### src/common/restart_inhibit_pkg.sv
// Package for the motor restart inhibition stage
package restart_inhibit_pkg;
	localparam int CUR_W          = 16;
	localparam int STARTS_W       = 5;
	localparam int MINT_W         = 10;
	localparam int CLOCK_HZ       = 10_000_000;
	// One timebase tick is 0.1 min
	localparam int TICK_TENTH_MIN_S = 6;
	localparam int TICK_CYCLES    = TICK_TENTH_MIN_S * CLOCK_HZ;
	localparam int HOUR_TICKS     = 600;
	localparam int DEF_ELAPSED_120_TICKS = 1200;
	localparam int ELAPSED_W      = 11;
	localparam logic [STARTS_W-1:0] STARTS_MIN = 5'h01;
	localparam logic [STARTS_W-1:0] STARTS_MAX = 5'h14;
	localparam logic [MINT_W-1:0]   MINT_MAX   = 10'h3E8;
	localparam logic [ELAPSED_W-1:0] ELAPSED_RST = 11'h000;

	typedef enum {motor_stopped, motor_running} motor_state_type;

	typedef struct packed {
		logic [CUR_W-1:0] current;
		logic [CUR_W-1:0] tenth_nominal;
		logic [CUR_W-1:0] motor_start_detect_threshold;
	} meas_type;

	typedef struct packed {
		logic [STARTS_W-1:0] max_starts;
		logic [MINT_W-1:0]   min_time_between;
		logic                def_elapsed_120;
	} setting_type;
endpackage : restart_inhibit_pkg

### src/rtl/motor_restart_inhibit.sv
// Motor restart inhibition: start detection, starts-per-hour window, minimum interval
//
// Behaviour
// - Start seen when current, first below 10 % nominal, exceeds start threshold.
// - After a start, current below 10 % nominal means motor stopped.
// - Alarm from second-to-last permitted start until max reached or hour passes.
// - Inhibit for minimum time between starts after every start.
// - Inhibit while start count equals maximum, until an hour has passed.
// - Maximum starts per hour accepts 1 to 20.
// - Minimum time between starts 0 to 100 min in 0.1 min steps.
// - Minimum time of zero disables the interval inhibit.
// - Default elapsed 120 min permits start right after power-up.
// - Default elapsed 0 min inhibits after power-up for minimum time.
// - Only one set of settings exists.
`timescale 1ns/100ps
module motor_restart_inhibit
	import restart_inhibit_pkg::*;
#(
	parameter int TICK_CYC   = TICK_CYCLES,
	parameter int MAX_SLOTS  = 20
) (
	input  wire logic        clock,
	input  wire logic        rst,
	input  wire meas_type    meas,
	input  wire setting_type settings,
	output logic             start_alarm,
	output logic             start_inhibit,
	output logic             motor_running_flag,
	output logic [STARTS_W-1:0] start_count
);

	////////////////////////////////////////////////////////////////////////
	localparam int PRE_W = $clog2(TICK_CYC + 1);
	localparam int AGE_W = 10;

	typedef struct packed {
		motor_state_type              mstate;
		logic                         was_low;
		logic [PRE_W-1:0]             prescale;
		logic [ELAPSED_W-1:0]         elapsed;
		logic [MAX_SLOTS-1:0]         slot_used;
		logic [MAX_SLOTS-1:0][AGE_W-1:0] slot_age;
		logic [STARTS_W-1:0]          count;
		logic                         alarm;
		logic                         inhibit;
		logic                         boot;
		logic                         running;
	} state_type;

	state_type state_r, state_nxt;

	// Single settings set, clamped into its legal range
	logic [STARTS_W-1:0] max_eff;
	logic [MINT_W-1:0]   min_eff;
	logic                tick;
	logic                start_evt;
	logic                low_cur;
	logic [STARTS_W-1:0] cnt_v;
	logic                placed;

	always_comb begin
		max_eff = settings.max_starts;
		if (max_eff < STARTS_MIN) max_eff = STARTS_MIN;
		if (max_eff > STARTS_MAX) max_eff = STARTS_MAX;
		min_eff = (settings.min_time_between > MINT_MAX) ? MINT_MAX : settings.min_time_between;
	end

	////////////////////////////////////////////////////////////////////////
	always_comb begin
		state_nxt = state_r;
		cnt_v     = '0;
		placed    = 1'b0;
		low_cur   = meas.current < meas.tenth_nominal;
		tick      = (state_r.prescale == PRE_W'(TICK_CYC - 1));
		start_evt = 1'b0;
		state_nxt.prescale = tick ? '0 : state_r.prescale + 1'b1;
		state_nxt.boot = 1'b0;
		// Elapsed timer counts tenth-minute ticks and saturates at 120 min
		if (state_r.boot) begin
			// Preload elapsed-time timer from default setting
			state_nxt.elapsed = settings.def_elapsed_120 ? ELAPSED_W'(DEF_ELAPSED_120_TICKS) : ELAPSED_RST;
		end else if (tick && state_r.elapsed != ELAPSED_W'(DEF_ELAPSED_120_TICKS)) begin
			state_nxt.elapsed = state_r.elapsed + 1'b1;
		end
		case (state_r.mstate)
			motor_stopped: begin
				if (low_cur) state_nxt.was_low = 1'b1;
				if (state_r.was_low && meas.current > meas.motor_start_detect_threshold) begin
					start_evt = 1'b1;
					state_nxt.mstate  = motor_running;
					state_nxt.was_low = 1'b0;
				end
			end
			motor_running: begin
				if (low_cur) begin
					state_nxt.mstate  = motor_stopped;
					state_nxt.was_low = 1'b1;
				end
			end
			default: state_nxt.mstate = motor_stopped;
		endcase
		state_nxt.running = (state_nxt.mstate == motor_running);
		// Age the recorded starts; drop those older than one hour
		for (int i = 0; i < MAX_SLOTS; i++) begin
			if (state_r.slot_used[i] && tick) begin
				if (state_r.slot_age[i] == AGE_W'(HOUR_TICKS - 1)) state_nxt.slot_used[i] = 1'b0;
				else state_nxt.slot_age[i] = state_r.slot_age[i] + 1'b1;
			end
		end
		// A start seen in the boot cycle moves the motor state but is not recorded
		if (start_evt && !state_r.boot) begin
			state_nxt.elapsed = '0;
			for (int i = 0; i < MAX_SLOTS; i++) begin
				if (!placed && !state_nxt.slot_used[i]) begin
					state_nxt.slot_used[i] = 1'b1;
					state_nxt.slot_age[i]  = '0;
					placed = 1'b1;
				end
			end
		end
		for (int i = 0; i < MAX_SLOTS; i++) cnt_v = cnt_v + STARTS_W'(state_nxt.slot_used[i]);
		state_nxt.count = cnt_v;
		// Alarm from max-1 starts up to, not including, max
		state_nxt.alarm = (cnt_v + 1'b1 == max_eff);
		// Interval inhibit and hourly limit inhibit
		state_nxt.inhibit = (cnt_v >= max_eff)
			|| (min_eff != '0 && ELAPSED_W'(min_eff) > state_nxt.elapsed);
		if (state_r.boot) state_nxt.inhibit = !settings.def_elapsed_120 && min_eff != '0;
	end

	always_ff @(posedge clock) begin
		if (rst) begin
			state_r           <= '0;
			state_r.mstate    <= motor_stopped;
			state_r.boot      <= 1'b1;
		end else begin
			state_r <= state_nxt;
		end
	end

	assign start_alarm        = state_r.alarm;
	assign start_inhibit      = state_r.inhibit;
	assign motor_running_flag = state_r.running;
	assign start_count        = state_r.count;
endmodule : motor_restart_inhibit

### config.mk
export PLATFORM = sky130hd
export DESIGN_NAME = motor_restart_inhibit
export DESIGN_NICKNAME = d
export VERILOG_FILES = /design/src/common/restart_inhibit_pkg.sv /design/src/rtl/motor_restart_inhibit.sv
export SDC_FILE = /design/constraint.sdc
export NUM_CORES = 1
export LEC_CHECK = 0
export BUFFER_PORTS_ARGS = -buffer_cell sky130_fd_sc_hd__buf_2
export CORE_MARGIN = 1.5
export CORE_UTILIZATION = 30
export DETAILED_ROUTE_END_ITERATION = 12
export MAX_ROUTING_LAYER = met4
export REMOVE_ABC_BUFFERS = 1
export SYNTH_ARGS = -nofsm -noshare
export SYNTH_HDL_FRONTEND = slang
export SYNTH_SLANG_ARGS = --single-unit
### constraint.sdc
create_clock -name clock -period 8.7 [get_ports clock]
set_input_delay 2.61 -clock clock [delete_from_list [all_inputs] [get_ports clock]]
set_output_delay 2.61 -clock clock [all_outputs]
set_load 0.01 [all_outputs]
==> results.json <==
{
  "fin_crit_sh": 0.978,
  "postRouteAntennaNets": 0,
  "htreeDepth": 2,
  "dr.pass1.iters": 5,
  "final_hold_viol_count": 0,
  "critPathMaxStageDelay_ns": 0.57,
  "hold_class": "flip-flop to flip-flop",
  "grt_pass1_vias": 12912,
  "worst_pin_slew_ns": 0.862,
  "yosysSeqAreaShare": 0.383,
  "hpwl_mm": 26.1,
  "synth_cell_types": 69,
  "vias": 13108,
  "die_h_um": 231,
  "drt-initial-drc-count": 770,
  "r2r-end": "start_inhibit",
  "slowest_stage": "or4_1",
  "hold_depth": 2,
  "cts_tree": "done",
  "power.density_mw_per_mm2": 165,
  "crit_arrival_ns": 8.90,
  "cts.sinks": 299,
  "grt_use_total": 0.141,
  "ys_async_sr_fraction": 0,
  "avgRoutedWirePerCell_um": 13.7,
  "place_inst": 2595,
  "via_per_inst": 4.93,
  "drive_gt1_frac": 0.119,
  "outcome": "complete, no violations",
  "power.leakage_nw": 7.07,
  "ff2ff_path_depth": 24,
  "crit_start": "meas[47]",
  "whs_endpoint": "state_r[20]",
  "yosysWarningCount": 0,
  "place.gp.congestion": 0.850,
  "cts_root_buf": "clkbuf_16",
  "critical_path_class": "input port to flip-flop",
  "antenna_found_initial": 0,
  "synth_area_mm2": 0.0156,
  "ir_drop_uv": 141,
  "period_minus_slack_ns": 8.51,
  "synth_area_leader_cell": "dfxtp_1",
  "worstSetupEndpointType": "flip-flop",
  "synthFlopType": "dfxtp_1",
  "start_util": 0.304,
  "cp.required_ns": 9.09,
  "ff2ff_setup_slack_ns": 1.39,
  "drv_cap": 0,
  "syn_inst": 1823,
  "fin_worst_skew_ns": 0.0174,
  "synth_edf_count": 0,
  "clk_path_buf_depth": 3,
  "wl_mm": 36.6,
  "ys_ff_latch": 299,
  "die_area_mm2": 0.0535,
  "drcViolationCount": 0,
  "reg2reg_from": "state_r[260]",
  "cts-buffers-inserted": 34,
  "nets": 2112,
  "io_pins": 74,
  "crit_top_cell": "fa_1",
  "core_area_mm2": 0.0514,
  "antenna_cells": 0,
  "syn_to_final_growth_pct": 17.7,
  "grt_max_degree": 75,
  "worst_slack_ns": 0.190,
  "insertion_delay_ns": 0.52,
  "grt-ovfl-total": 0,
  "grt_pass1_wl_mm": 62.0,
  "synth_top_area_share": 0.383,
  "setup_viol": 0,
  "fmax_mhz": 118,
  "clk_pin_slew_ns": 0.06,
  "slew_violations": 0,
  "startpoint_type": "input port",
  "io_buffers": 73,
  "fp.dieW_um": 231,
  "dp_slack_ns": -0.492,
  "synth_area_leaders": "dfxtp_1 38%, xnor2_1 6.4%, ha_1 6.2%",
  "hold_start": "state_r[20]",
  "cp_max_fo": 6,
  "fin_cells": 2660,
  "avgSynthCellArea_um2": 8.57,
  "row_count": 83,
  "relSlewSlack": 0.419
}
-- layer usage --
| layer | global-route usage | wire, um |
|---|---|---|
| met2 | 0.233 | 17000 |
| met5 | - | 0 |
| met3 | 0.0193 | 1300 |
| met4 | 0.0435 | 830 |
| met1 | 0.178 | 17500 |
-- worst max path at each step --
stage	slack, ns	cells past startpoint	end
after floorplan	-0.50	26	start_inhibit
after global placement	-0.39	28	start_inhibit
after detailed placement	-0.49	28	start_inhibit
after CTS	0.05	28	start_inhibit
after global routing	-0.02	28	start_inhibit
final	0.19	26	start_inhibit
-- power breakdown --
part / total, W / switching, W / internal, W
sequential: 0.00139 / 0.00000699 / 0.00138
clock: 0.00152 / 0.000574 / 0.000949
combinational: 0.000120 / 0.0000691 / 0.0000505
total: 0.00303 / 0.000651 / 0.00238
-- cells in the final DEF (no fill, tap or decap), types with 47 or more instances in the layout --
| cell | synthesis | layout |
|---|---|---|
| dfxtp_1 | 299 | 299 |
| nor2_1 | 227 | 227 |
| nor3_1 | 141 | 141 |
| nand2_1 | 130 | 129 |
| nand3_1 | 124 | 123 |
| xnor2_1 | 115 | 115 |
| inv_1 | 85 | 85 |
| xor2_1 | 80 | 79 |
| nand4_1 | 78 | 78 |
| ha_1 | 77 | 75 |
| buf_2 | 8 | 72 |
| buf_4 | 7 | 57 |
| a21oi_1 | 55 | 53 |
| and3_1 | 47 | 47 |
-- critical path, delay by kind of cell --
family / cells / cell delay (ns)
AOI/OAI and AO/OA: 3 / 0.45
xor gates and xnor gates: 1 / 0.16
adders and majority gates: 9 / 3.71
buffers and inverters: 5 / 0.38
and+or+nand+nor: 8 / 1.56
-- Yosys cell counts (4+ instances only) --
| library cell | n |
|---|---|
| o21ai_2 | 4 |
| o21a_1 | 14 |
| and3b_1 | 4 |
| and3_1 | 47 |
| nor2b_1 | 12 |
| or3_1 | 18 |
| nor4_1 | 22 |
| buf_2 | 8 |
| mux2i_1 | 19 |
| inv_1 | 85 |
| clkbuf_1 | 41 |
| nor3_1 | 141 |
| nor2_1 | 227 |
| a41o_1 | 4 |
| buf_1 | 5 |
| a31oi_1 | 4 |
| o21ai_1 | 4 |
| nand3_1 | 124 |
| nor4bb_1 | 20 |
| a21o_1 | 15 |
| nand2b_1 | 8 |
| and4_1 | 11 |
| o21ai_0 | 33 |
| nor3_2 | 4 |
| nor3b_1 | 24 |
| nand4_1 | 78 |
| nand2_1 | 130 |
| a21oi_1 | 55 |
| dfxtp_1 | 299 |
| fa_1 | 14 |
| and2_1 | 12 |
| xor2_1 | 80 |
| buf_4 | 7 |
| ha_1 | 77 |
| xnor2_1 | 115 |
-- registers in the layout, summed over array words and instances (netlist names) --
register            cells
motor_running_flag      1
start_inhibit           1
state_r               291
start_alarm             1
start_count             5
-- per-stage QoR --
stage / power (W) / hold slack (ns) / cell area [um2] / setup TNS (ns) / utilization
floorplan: 0.00147 / 0.449 / 15400 / -0.876 / -
global placement: 0.00153 / 0.463 / 17100 / -0.747 / 0.332
detailed placement: 0.00153 / 0.482 / 17100 / -0.967 / 0.332
CTS: 0.00307 / 0.489 / 18300 / 0 / 0.355
global route: 0.00315 / 0.516 / 18400 / -0.0325 / 0.358
finish: 0.00303 / 0.486 / 18400 / 0 / 0.358
-- cell families after synthesis --
logic type / count (synthesis) / share of synthesized area
and+or+nand+nor: 905 / 0.304
AOI/OAI and AO/OA: 163 / 0.0714
xor gates and xnor gates: 195 / 0.109
adders and majority gates: 91 / 0.0796
muxes: 20 / 0.0129
buffers and inverters: 149 / 0.0396
DFF: 299 / 0.383
other: 1 / 0.000240
-- final cells by class --
type                    count  area (um2)
clock inverters            14         170
repair buffers            130         800
flip-flops and latches    299        5990
multi-input cells        1405        9220
clock buffers              47        1030
inverters                  85         319
fillers                  5237       33000
well taps                 680         851
-- repair_timing --
item                                    in CTS  in global routing
hold buffers                                 0                  0
endpoints found under the setup margin       0                  2
resized for setup                            0                 19
buffers inserted                             0                  4
Power figures use the tool's default switching activity.
